**src/ucd_pkg.sv**
```systemverilog
// Package of constants and carrier types for the peripheral command decoder.
// Operation
// - C2 writes, C3 reads interrupt enable register, four data bytes each.
// - F0 writes, F1 reads DMA setup register, two data bytes each.
// - F2 writes, F3 reads DMA count register, two data bytes each.
// - F6 resets all controller registers at once, no data phase.
// - Code 01 loads up to 64 bytes into control IN buffer; 00 illegal.
// - Codes 02-0F write IN endpoint buffers; isochronous 1023, others 64 bytes.
// - Code 10 reads up to 64 bytes of control OUT; 11 illegal.
// - Codes 12-1F read OUT endpoint buffers; isochronous 1023, others 64 bytes.
// - Codes 40-4F stall control and endpoints 2-15; no data phase.
// - Codes 80-8F remove stall from control and endpoints; no data phase.
// - Codes 50-5F return one status byte per endpoint.
// - Codes 61-6F validate IN buffers; never validate OUT buffers.
// - Codes 70, 72-7F clear OUT buffers; never clear IN buffers.
// - Codes D0-DF return status copy without changing status or interrupt bits.
// - F4 acknowledges setup on both control directions, no data phase.
// - Codes A0-AF return one error code byte per endpoint.
// - Unlock takes two written bytes and restores register write access; the decoder only sets unlocked and never blocks writes.
// - B2 writes, B3 reads two-byte scratch register without side effects.
// - B4 returns frame number; one or two bytes may be read.
// - On 16-bit bus N bytes take (N+1)/2 word accesses.
// - For 8-bit registers on 16-bit bus the upper byte is invalid.
// - Select high takes low byte as command; no-data commands run at once.
// - Select low moves data; least significant byte or word first.
package ucd_pkg;

   // ****************************************************************
   // Command codes
   // ****************************************************************
   localparam logic [7:0] CMD_IRQ_EN_WR  = 8'hc2;
   localparam logic [7:0] CMD_IRQ_EN_RD  = 8'hc3;
   localparam logic [7:0] CMD_DMA_SET_WR = 8'hf0;
   localparam logic [7:0] CMD_DMA_SET_RD = 8'hf1;
   localparam logic [7:0] CMD_DMA_CNT_WR = 8'hf2;
   localparam logic [7:0] CMD_DMA_CNT_RD = 8'hf3;
   localparam logic [7:0] CMD_SETUP_ACK  = 8'hf4;
   localparam logic [7:0] CMD_DEV_RESET  = 8'hf6;
   localparam logic [7:0] CMD_UNLOCK     = 8'hb0;
   localparam logic [7:0] CMD_SCRATCH_WR = 8'hb2;
   localparam logic [7:0] CMD_SCRATCH_RD = 8'hb3;
   localparam logic [7:0] CMD_FRAME_RD   = 8'hb4;
   localparam logic [3:0] GRP_BUF_WR     = 4'h0;
   localparam logic [3:0] GRP_BUF_RD     = 4'h1;
   localparam logic [3:0] GRP_STALL      = 4'h4;
   localparam logic [3:0] GRP_STATUS     = 4'h5;
   localparam logic [3:0] GRP_VALIDATE   = 4'h6;
   localparam logic [3:0] GRP_CLEAR      = 4'h7;
   localparam logic [3:0] GRP_UNSTALL    = 4'h8;
   localparam logic [3:0] GRP_ERROR      = 4'ha;
   localparam logic [3:0] GRP_STAT_COPY  = 4'hd;

   // ****************************************************************
   // Lengths and reset values
   // ****************************************************************
   localparam logic [10:0] LEN_CTRL_BUF  = 11'h040;
   localparam logic [10:0] LEN_ISO_BUF   = 11'h3ff;
   localparam logic [10:0] LEN_BULK_BUF  = 11'h040;
   localparam logic [10:0] LEN_IRQ_EN    = 11'h004;
   localparam logic [10:0] LEN_TWO       = 11'h002;
   localparam logic [10:0] LEN_ONE       = 11'h001;
   localparam logic [31:0] RST_IRQ_EN    = 32'h0000_0000;
   localparam logic [15:0] RST_WORD      = 16'h0000;
   localparam int          NUM_EP        = 16;

   // Kind of target selected by the last command byte.
   typedef enum logic [3:0] {
      TGT_NONE, TGT_IRQ_EN, TGT_DMA_SET, TGT_DMA_CNT, TGT_UNLOCK, TGT_SCRATCH,
      TGT_FRAME, TGT_BUF_WR, TGT_BUF_RD, TGT_STATUS, TGT_ERROR
   } ucd_tgt_t;

   // One processor bus access.
   typedef struct packed {
      logic        strobe;
      logic        write;
      logic        select;
      logic [15:0] data;
   } ucd_bus_t;

   // One endpoint action toward the endpoint logic.
   typedef struct packed {
      logic       stall;
      logic       unstall;
      logic       validate;
      logic       clear;
      logic       setup_ack;
      logic       status_rd;
      logic [3:0] ep;
   } ucd_ep_cmd_t;

endpackage : ucd_pkg

```
**src/ucd_decoder.sv**
```systemverilog
// Command decoder that interprets processor command bytes and runs the data phases.
`timescale 1ns/1ps
module ucd_decoder
   import ucd_pkg::*;
#(
   parameter int BUS16 = 1
) (
   // Clock and reset
   input  wire logic              mclk,
   input  wire logic              srst,
   // Processor bus access, same clock domain
   input  wire ucd_bus_t          bus_in,
   output logic [15:0]            rd_data,
   // Endpoint side
   input  wire logic [NUM_EP-1:0] ep_iso,
   input  wire logic [7:0]        ep_status     [NUM_EP],
   input  wire logic [7:0]        ep_error      [NUM_EP],
   input  wire logic [15:0]       frame_number,
   input  wire logic [15:0]       buf_rd_data,
   output ucd_ep_cmd_t            ep_cmd,
   output logic                   buf_wr,
   output logic                   buf_rd,
   output logic [3:0]             buf_ep,
   output logic [15:0]            buf_wr_data,
   // Register values and device reset
   output logic [31:0]            irq_enable_reg,
   output logic [15:0]            dma_setup_reg,
   output logic [15:0]            dma_count_reg,
   output logic [15:0]            scratch_reg,
   output logic                   unlocked,
   output logic                   dev_reset
);

   // ****************************************************************
   // Elaboration check
   // ****************************************************************
   if (BUS16 != 0 && BUS16 != 1) begin : g_chk
      $error("BUS16 must be 0 or 1");
   end

   localparam logic [10:0] STEP = (BUS16 != 0) ? 11'h002 : 11'h001;

   ucd_tgt_t    tgt_reg;
   logic [10:0] len_reg;
   logic [10:0] idx_reg;
   logic [3:0]  ep_reg;
   logic [31:0] shadow_reg;
   logic        cmd_stb;
   logic        dat_stb;
   logic        phase_live;
   logic [7:0]  code;
   logic [10:0] idx_next;
   logic        last_beat;

   assign code       = bus_in.data[7:0];
   assign cmd_stb    = bus_in.strobe & bus_in.select;
   assign dat_stb    = bus_in.strobe & ~bus_in.select;
   assign phase_live = (tgt_reg != TGT_NONE) && (idx_reg < len_reg);
   assign idx_next   = idx_reg + STEP;
   assign last_beat  = dat_stb && phase_live && (idx_next >= len_reg);

   // ****************************************************************
   // Command decode: target, length and endpoint.
   // ****************************************************************
   always_ff @(posedge mclk) begin
      if (srst) begin
         tgt_reg <= TGT_NONE;
         len_reg <= '0;
         ep_reg  <= '0;
      end else if (cmd_stb) begin
         ep_reg  <= code[3:0];
         tgt_reg <= TGT_NONE;
         len_reg <= '0;
         unique case (code)
            CMD_IRQ_EN_WR, CMD_IRQ_EN_RD: begin
               tgt_reg <= TGT_IRQ_EN;
               len_reg <= LEN_IRQ_EN;
            end
            CMD_DMA_SET_WR, CMD_DMA_SET_RD: begin
               tgt_reg <= TGT_DMA_SET;
               len_reg <= LEN_TWO;
            end
            CMD_DMA_CNT_WR, CMD_DMA_CNT_RD: begin
               tgt_reg <= TGT_DMA_CNT;
               len_reg <= LEN_TWO;
            end
            CMD_UNLOCK: begin
               tgt_reg <= TGT_UNLOCK;
               len_reg <= LEN_TWO;
            end
            CMD_SCRATCH_WR, CMD_SCRATCH_RD: begin
               tgt_reg <= TGT_SCRATCH;
               len_reg <= LEN_TWO;
            end
            CMD_FRAME_RD: begin
               tgt_reg <= TGT_FRAME;
               len_reg <= LEN_TWO;
            end
            default: begin
               unique case (code[7:4])
                  GRP_BUF_WR: begin
                     if (code[3:0] != 4'h0) begin
                        tgt_reg <= TGT_BUF_WR;
                        len_reg <= (code[3:0] == 4'h1) ? LEN_CTRL_BUF :
                                   (ep_iso[code[3:0]] ? LEN_ISO_BUF : LEN_BULK_BUF);
                     end
                  end
                  GRP_BUF_RD: begin
                     if (code[3:0] != 4'h1) begin
                        tgt_reg <= TGT_BUF_RD;
                        len_reg <= (code[3:0] == 4'h0) ? LEN_CTRL_BUF :
                                   (ep_iso[code[3:0]] ? LEN_ISO_BUF : LEN_BULK_BUF);
                     end
                  end
                  GRP_STATUS, GRP_STAT_COPY: begin
                     tgt_reg <= TGT_STATUS;
                     len_reg <= LEN_ONE;
                  end
                  GRP_ERROR: begin
                     tgt_reg <= TGT_ERROR;
                     len_reg <= LEN_ONE;
                  end
                  default: begin
                     tgt_reg <= TGT_NONE;
                  end
               endcase
            end
         endcase
      end else if (last_beat) begin
         tgt_reg <= TGT_NONE;
      end
   end

   // ****************************************************************
   // Byte index through the data phase.
   // ****************************************************************
   always_ff @(posedge mclk) begin
      if (srst || cmd_stb) begin
         idx_reg <= '0;
      end else if (dat_stb && phase_live) begin
         idx_reg <= idx_next;
      end
   end

   // ****************************************************************
   // Immediate commands without data phase, plus the status_rd pulse of status reads.
   // ****************************************************************
   always_ff @(posedge mclk) begin
      if (srst) begin
         ep_cmd    <= '0;
         dev_reset <= 1'b0;
      end else begin
         ep_cmd           <= '0;
         dev_reset        <= cmd_stb && (code == CMD_DEV_RESET);
         ep_cmd.ep        <= code[3:0];
         if (cmd_stb) begin
            ep_cmd.stall     <= (code[7:4] == GRP_STALL);
            ep_cmd.unstall   <= (code[7:4] == GRP_UNSTALL);
            ep_cmd.validate  <= (code[7:4] == GRP_VALIDATE) && (code[3:0] != 4'h0);
            ep_cmd.clear     <= (code[7:4] == GRP_CLEAR) && (code[3:0] != 4'h1);
            ep_cmd.setup_ack <= (code == CMD_SETUP_ACK);
            ep_cmd.status_rd <= (code[7:4] == GRP_STATUS);
         end
      end
   end

   // ****************************************************************
   // Registers written through the data phase, least significant first.
   // ****************************************************************
   always_ff @(posedge mclk) begin
      if (srst || dev_reset) begin
         irq_enable_reg <= RST_IRQ_EN;
         dma_setup_reg  <= RST_WORD;
         dma_count_reg  <= RST_WORD;
         scratch_reg    <= RST_WORD;
         shadow_reg     <= RST_IRQ_EN;
      end else if (dat_stb && phase_live && bus_in.write) begin
         if (BUS16 != 0) begin
            shadow_reg[idx_reg[1:0]*8 +: 16] <= bus_in.data;
         end else begin
            shadow_reg[idx_reg[1:0]*8 +: 8] <= bus_in.data[7:0];
         end
         if (last_beat) begin
            unique case (tgt_reg)
               TGT_IRQ_EN:  irq_enable_reg <= (BUS16 != 0) ? {bus_in.data, shadow_reg[15:0]}
                                                           : {bus_in.data[7:0], shadow_reg[23:0]};
               TGT_DMA_SET: dma_setup_reg  <= (BUS16 != 0) ? bus_in.data : {bus_in.data[7:0], shadow_reg[7:0]};
               TGT_DMA_CNT: dma_count_reg  <= (BUS16 != 0) ? bus_in.data : {bus_in.data[7:0], shadow_reg[7:0]};
               TGT_SCRATCH: scratch_reg    <= (BUS16 != 0) ? bus_in.data : {bus_in.data[7:0], shadow_reg[7:0]};
               default:     scratch_reg    <= scratch_reg;
            endcase
         end
      end
   end

   // Unlock flag, set after the two unlock bytes; cleared by reset.
   always_ff @(posedge mclk) begin
      if (srst || dev_reset) begin
         unlocked <= 1'b0;
      end else if (last_beat && bus_in.write && tgt_reg == TGT_UNLOCK) begin
         unlocked <= 1'b1;
      end
   end

   // ****************************************************************
   // Buffer access strobes.
   // ****************************************************************
   assign buf_wr      = dat_stb && phase_live && bus_in.write && (tgt_reg == TGT_BUF_WR);
   assign buf_rd      = dat_stb && phase_live && !bus_in.write && (tgt_reg == TGT_BUF_RD);
   assign buf_ep      = ep_reg;
   assign buf_wr_data = bus_in.data;

   // ****************************************************************
   // Read data selected combinationally from the current target and index.
   // ****************************************************************
   always_comb begin
      logic [31:0] src;
      src = '0;
      unique case (tgt_reg)
         TGT_IRQ_EN:  src = irq_enable_reg;
         TGT_DMA_SET: src = {16'h0000, dma_setup_reg};
         TGT_DMA_CNT: src = {16'h0000, dma_count_reg};
         TGT_SCRATCH: src = {16'h0000, scratch_reg};
         TGT_FRAME:   src = {16'h0000, frame_number};
         TGT_BUF_RD:  src = {16'h0000, buf_rd_data};
         TGT_STATUS:  src = {24'h000000, ep_status[ep_reg]};
         TGT_ERROR:   src = {24'h000000, ep_error[ep_reg]};
         default:     src = '0;
      endcase
      if (tgt_reg == TGT_BUF_RD) begin
         rd_data = (BUS16 != 0) ? src[15:0] : {8'h00, src[7:0]};
      end else if (tgt_reg == TGT_STATUS || tgt_reg == TGT_ERROR) begin
         rd_data = {8'h00, src[7:0]};
      end else begin
         rd_data = (BUS16 != 0) ? src[idx_reg[1:0]*8 +: 16] : {8'h00, src[idx_reg[1:0]*8 +: 8]};
      end
   end

   // ****************************************************************
   // Assertions
   // ****************************************************************
   property p_reset_cmd;
      @(posedge mclk) disable iff (srst) (cmd_stb && code == CMD_DEV_RESET) |=> dev_reset ##1 (irq_enable_reg == '0);
   endproperty
   a_reset_cmd: assert property (p_reset_cmd) else $error("device reset not applied");

   property p_stall;
      @(posedge mclk) disable iff (srst) (cmd_stb && code[7:4] == GRP_STALL) |=> ep_cmd.stall && ep_cmd.ep == $past(code[3:0]);
   endproperty
   a_stall: assert property (p_stall) else $error("stall not issued");

   property p_unstall;
      @(posedge mclk) disable iff (srst) (cmd_stb && code[7:4] == GRP_UNSTALL) |=> ep_cmd.unstall && !ep_cmd.stall;
   endproperty
   a_unstall: assert property (p_unstall) else $error("unstall not issued");

   property p_validate_out;
      @(posedge mclk) disable iff (srst) (cmd_stb && code == 8'h60) |=> !ep_cmd.validate;
   endproperty
   a_validate_out: assert property (p_validate_out) else $error("OUT buffer validated");

   property p_clear_in;
      @(posedge mclk) disable iff (srst) (cmd_stb && code == 8'h71) |=> !ep_cmd.clear;
   endproperty
   a_clear_in: assert property (p_clear_in) else $error("IN buffer cleared");

   property p_setup_ack;
      @(posedge mclk) disable iff (srst) (cmd_stb && code == CMD_SETUP_ACK) |=> ep_cmd.setup_ack ##1 !ep_cmd.setup_ack;
   endproperty
   a_setup_ack: assert property (p_setup_ack) else $error("setup ack not one pulse");

   property p_copy_quiet;
      @(posedge mclk) disable iff (srst) (cmd_stb && code[7:4] == GRP_STAT_COPY) |=> !ep_cmd.status_rd;
   endproperty
   a_copy_quiet: assert property (p_copy_quiet) else $error("status copy disturbed status");

   property p_irq_len;
      @(posedge mclk) disable iff (srst) (cmd_stb && code == CMD_IRQ_EN_WR) |=> (tgt_reg == TGT_IRQ_EN && len_reg == 11'h004);
   endproperty
   a_irq_len: assert property (p_irq_len) else $error("irq enable length wrong");

   property p_scratch;
      @(posedge mclk) disable iff (srst)
         (BUS16 != 0 && dat_stb && bus_in.write && tgt_reg == TGT_SCRATCH && idx_reg == '0)
         |=> (scratch_reg == $past(bus_in.data)) && (tgt_reg == TGT_NONE);
   endproperty
   a_scratch: assert property (p_scratch) else $error("scratch word not stored");

   property p_byte_upper;
      @(posedge mclk) disable iff (srst) (tgt_reg == TGT_STATUS || tgt_reg == TGT_ERROR) |-> rd_data[15:8] == 8'h00;
   endproperty
   a_byte_upper: assert property (p_byte_upper) else $error("upper byte not zero");

   c_buf_wr:  cover property (@(posedge mclk) disable iff (srst) buf_wr ##1 buf_wr);
   c_reset:   cover property (@(posedge mclk) disable iff (srst) dev_reset);
   c_unlock:  cover property (@(posedge mclk) disable iff (srst) $rose(unlocked));
   c_status:  cover property (@(posedge mclk) disable iff (srst) tgt_reg == TGT_STATUS ##1 dat_stb);

endmodule // ucd_decoder

```
**config.mk**
```make
export PLATFORM = sky130hd
export DESIGN_NAME = ucd_decoder
export DESIGN_NICKNAME = d
export VERILOG_FILES = /design/src/ucd_pkg.sv /design/src/ucd_decoder.sv
export SDC_FILE = /design/constraint.sdc
export NUM_CORES = 1
export LEC_CHECK = 0
export BUFFER_PORTS_ARGS = -buffer_cell sky130_fd_sc_hd__buf_2
export CELL_PAD_IN_SITES_DETAIL_PLACEMENT = 1
export CELL_PAD_IN_SITES_GLOBAL_PLACEMENT = 2
export CORE_MARGIN = 1.5
export CORE_UTILIZATION = 26
export DETAILED_ROUTE_END_ITERATION = 16
export GPL_ROUTABILITY_DRIVEN = 0
export HOLD_SLACK_MARGIN = 0.15
export PLACE_DENSITY = 0.89
export SLEW_MARGIN = 25
export SYNTH_ARGS = -nofsm -noshare
export SYNTH_HDL_FRONTEND = slang
export SYNTH_SLANG_ARGS = --single-unit
export TNS_END_PERCENT = 50
```
**constraint.sdc**
```tcl
create_clock -name mclk -period 3.1 [get_ports mclk]
set_input_delay 0.62 -clock mclk [delete_from_list [all_inputs] [get_ports mclk]]
set_output_delay 0.62 -clock mclk [all_outputs]
set_load 0.01 [all_outputs]
```
==> key figures <==
Power
  • Worst-case vdd ir drop: 0.375 mV
  • Power per cell area: ~350 nW/µm²
  • Leakage power: slightly below 6 nW

CTS
  • TritonCTS Buffers: 17
  • Cell at the root of the clock tree: sky130_fd_sc_hd__clkbuf_16
  • Clk Latency, worst-skew pair: between 400 and 500 ps
  • CTS sink count: 131
  • CTS tree: done
  • Cts hold-fix bufs: 0
  • Clock slew seen by the registers of the worst setup and hold paths: 70 ps
  • Number of buffers on the longest clock path: 2
  • H-tree lvl count: 4

Floorplanning
  • Die footprint: approximately 35000 µm²
  • Initial Util: between 20% and 30%
  • Number of placed I/O pins: roughly 460
  • Height of the die: between 150 and 200 µm
  • Core Rows: 67
  • Placeable core area: between 30000 and 40000 µm²
  • Die W: around 190 µm

Yosys
  • Net count after synthesis: about 1.3k
  • Sequential element share of the synthesized area: between 20 and 30%
  • Number of warnings printed during yosys synthesis: 0
  • Number of standard cells after synthesis: ~930
  • Commonest cells in the netlist: 150 x sky130_fd_sc_hd__nand2_1, 131 x sky130_fd_sc_hd__dfxtp_1, 112 x sky130_fd_sc_hd__mux2i_1
  • Mean post-synth cell area: ~9.6 µm²
  • Share of async-settable or async-resettable flops after synthesis: 0%
  • Top-count cell post-synth: sky130_fd_sc_hd__nand2_1
  • Number of distinct library cells after synthesis: 58
  • Proportion of netlist area held by the largest area contributor: between 20 and 30%
  • Most area-hungry cell type in the Yosys netlist: sky130_fd_sc_hd__dfxtp_1
  • Number of enable-type register cells in the synthesized netlist: 0
  • Synthesized flop and latch total: 131
  • Post-Syn Area: roughly 9000 µm²
  • Largest cells by area after synthesis: sky130_fd_sc_hd__dfxtp_1 29%, sky130_fd_sc_hd__mux4_2 19%, sky130_fd_sc_hd__mux2i_1 13%, sky130_fd_sc_hd__nand2_1 6.3%, sky130_fd_sc_hd__a22oi_1 3.0%
  • Most common flop cell mapped by yosys: sky130_fd_sc_hd__dfxtp_1

Route
  • Number of iterations in the first detailed-routing pass: 5
  • Avg WL per Cell: ~25 µm
  • Number of vias per cell after detailed routing: roughly 5.3
  • Routed wire length: about 46 mm
  • Vias after detailed routing: between 9k and 10k
  • Number of DRC violations after detailed-routing iteration 0: 736
  • Antenna-violating nets left: 0
  • DR DRC count: 0

Cells and area
  • Flip-flop count of the largest register, all copies and words added: 32
  • Final net count: 1734
  • Share of final-layout standard cells stronger than drive strength 1: between 40% and 50%
  • Final cell area excluding filler cells: roughly 13000 µm²
  • Synth-to-layout area growth: 45.5%
  • Final cell count without fillers: ~1.9k

Place
  • Placed insts: ~1.8k
  • Cell area reported after detailed placement: ~12000 µm²
  • Hpwl dp: roughly 36 mm
  • Input/output buffers: roughly 450

STA
  • Worst max-slew margin expressed relative to the limit: between 50% and 60%
  • Final Skew: 10.3 ps
  • Achievable clock frequency: 304 MHz
  • Worst path setup slack after routing: -189 ps
  • Slew at the pin with the worst max-slew slack: ~680 ps
  • Final hold violations: 0
  • Final Setup Violations: 8
  • Period Utilization, post-route: 106%
  • Final critical-path required period: between 3000 and 4000 ps
  • RSZ-0062 raised after global routing: true
  • Final slew viol count: 0

Min path
  • Hold Path End: irq_enable_reg[1]$_SDFFE_PP0P_
  • Hold path start: shadow_reg[1]$_SDFFE_PP0P_
  • HP Class: register to register
  • WHS Path Cells: 2

Critical path
  • Element type at the critical path end: primary output
  • CP Data Required Time: approximately 2500 ps
  • Data arrival, critical path: around 2700 ps
  • Critical register-to-register path endpoint: scratch_reg[5]$_SDFFE_PP0P_
  • Crit path max fanout: 7
  • Number of cells traversed by the worst register-to-register path: 12
  • Critical path origin: tgt_reg[1]$_SDFFE_PP0P_
  • Startpoint of the worst register-to-register path: idx_reg[2]$_SDFFE_PP0N_
  • Minimum setup slack among reg-to-reg paths: between 100 and 150 ps
  • Kind of critical path: register to primary output
  • Element type at the critical path start: register

Global routing
  • Global-route wire length before repair: between 60 and 70 mm
  • Largest net degree at the start of global routing: 57
  • Initial antenna violation count: 18
  • Overall global routing resource usage: about a quarter
  • Overflow after GRT: 0
  • Number of global-route vias before repair: just over 10k

Flow run
  • Number of max-capacitance violations reported: 0

Run status
  • Run status: finished with violations
  • Violated checks: negative setup slack
==> per-stage QoR <==
stage	utilization (%)	power (mW)	hold WS (ps)	setup TNS, ps	worst slack, ps
2_1_floorplan	-	2.11	434	0	233
3_3_place_gp	35.2	2.49	438	0	148
3_5_place_dp	35.2	2.50	450	0	138
4_1_cts	37.6	4.51	458	-438	-116
5_1_grt	38.5	4.68	474	-1260	-186
6_report	38.6	4.51	454	-586	-189
==> kinds of logic (layout without fill, tap and decap cells) <==
family	count (synthesis)	after routing	share of synthesized area (%)
adders and majority gates	19	19	2.66
AOI/OAI and AO/OA	161	161	13.1
xor gates and xnor gates	17	17	1.67
buffers and inverters	105	579	6.15
DFF	131	131	29.4
muxes	188	188	31.5
other	0	8	0
and+or+nand+nor	308	308	15.6
==> layer usage <==
| layer | share of wire (%) | track usage, % |
|---|---|---|
| met1 | 40 | 30.1 |
| met2 | 47 | 40.7 |
| met5 | 0.12 | 0 |
| met3 | 9.7 | 8.27 |
| met4 | 3.2 | 9.52 |
==> worst max-delay path, stage by stage, from the launching register on <==
cell                       delay (ps)
sky130_fd_sc_hd__dfxtp_4          420
sky130_fd_sc_hd__nand2b_4         200
sky130_fd_sc_hd__nor3_2            50
sky130_fd_sc_hd__buf_4            180
sky130_fd_sc_hd__a222oi_1         500
sky130_fd_sc_hd__nand4_1          310
sky130_fd_sc_hd__a211oi_2         330
sky130_fd_sc_hd__nor2_1            80
sky130_fd_sc_hd__buf_2            150
==> layout make-up <==
| type | instances | area [µm²] |
|---|---|---|
| clock buffer | 17 | 425 |
| clock inverter | 15 | 136 |
| timing repair buffer | 535 | 3200 |
| tap | 448 | 561 |
| fill | 4001 | 20700 |
| multi-input combinational | 693 | 5970 |
| inverter | 12 | 45.0 |
| sequential | 131 | 2640 |
| antenna | 8 | 20.0 |
==> worst max path at each step <==
stage,end,slack (ps),depth (start not counted)
final,rd_data[1],-190,8
after global routing,rd_data[5],-190,7
after CTS,rd_data[1],-120,6
after floorplan,rd_data[1],230,6
after global placement,rd_data[1],150,6
after detailed placement,scratch_reg[4]$_SDFFE_PP0P_,140,12
==> cell usage in the layout (no fill, tap or decap), types with 8 or more instances in the layout <==
cell type / netlist / layout
sky130_fd_sc_hd__a22oi_1: 36 / 34
sky130_fd_sc_hd__nor2b_1: 16 / 16
sky130_fd_sc_hd__buf_12: 1 / 15
sky130_fd_sc_hd__buf_4: 18 / 58
sky130_fd_sc_hd__nor2_1: 67 / 64
sky130_fd_sc_hd__nand3_1: 14 / 13
sky130_fd_sc_hd__buf_2: 12 / 451
sky130_fd_sc_hd__mux4_2: 74 / 74
sky130_fd_sc_hd__o21ai_0: 21 / 21
sky130_fd_sc_hd__inv_1: 12 / 11
sky130_fd_sc_hd__clkbuf_16: 0 / 21
sky130_fd_sc_hd__nor3_1: 16 / 14
sky130_fd_sc_hd__dfxtp_1: 131 / 125
sky130_fd_sc_hd__diode_2: 0 / 8
sky130_fd_sc_hd__mux2i_1: 112 / 111
sky130_fd_sc_hd__nand2_1: 150 / 149
sky130_fd_sc_hd__xnor2_1: 13 / 13
sky130_fd_sc_hd__ha_1: 19 / 17
sky130_fd_sc_hd__a21oi_1: 33 / 32
sky130_fd_sc_hd__nand4_1: 11 / 11
==> what timing repair did <==
item	4_1_cts	5_1_grt
buffers inserted	9	10
pin swaps	10	10
gates resized for setup	30	20
setup endpoints to repair	10	37
cloned	2	4
==> power by group <==
| part | internal, mW | switching (mW) | total (mW) |
|---|---|---|---|
| clock network | 1.06 | 0.921 | 1.98 |
| registers | 1.69 | 0.0121 | 1.70 |
| logic | 0.421 | 0.402 | 0.823 |
| total | 3.17 | 1.33 | 4.51 |
Note: power is estimated with default switching activity, not from simulation.
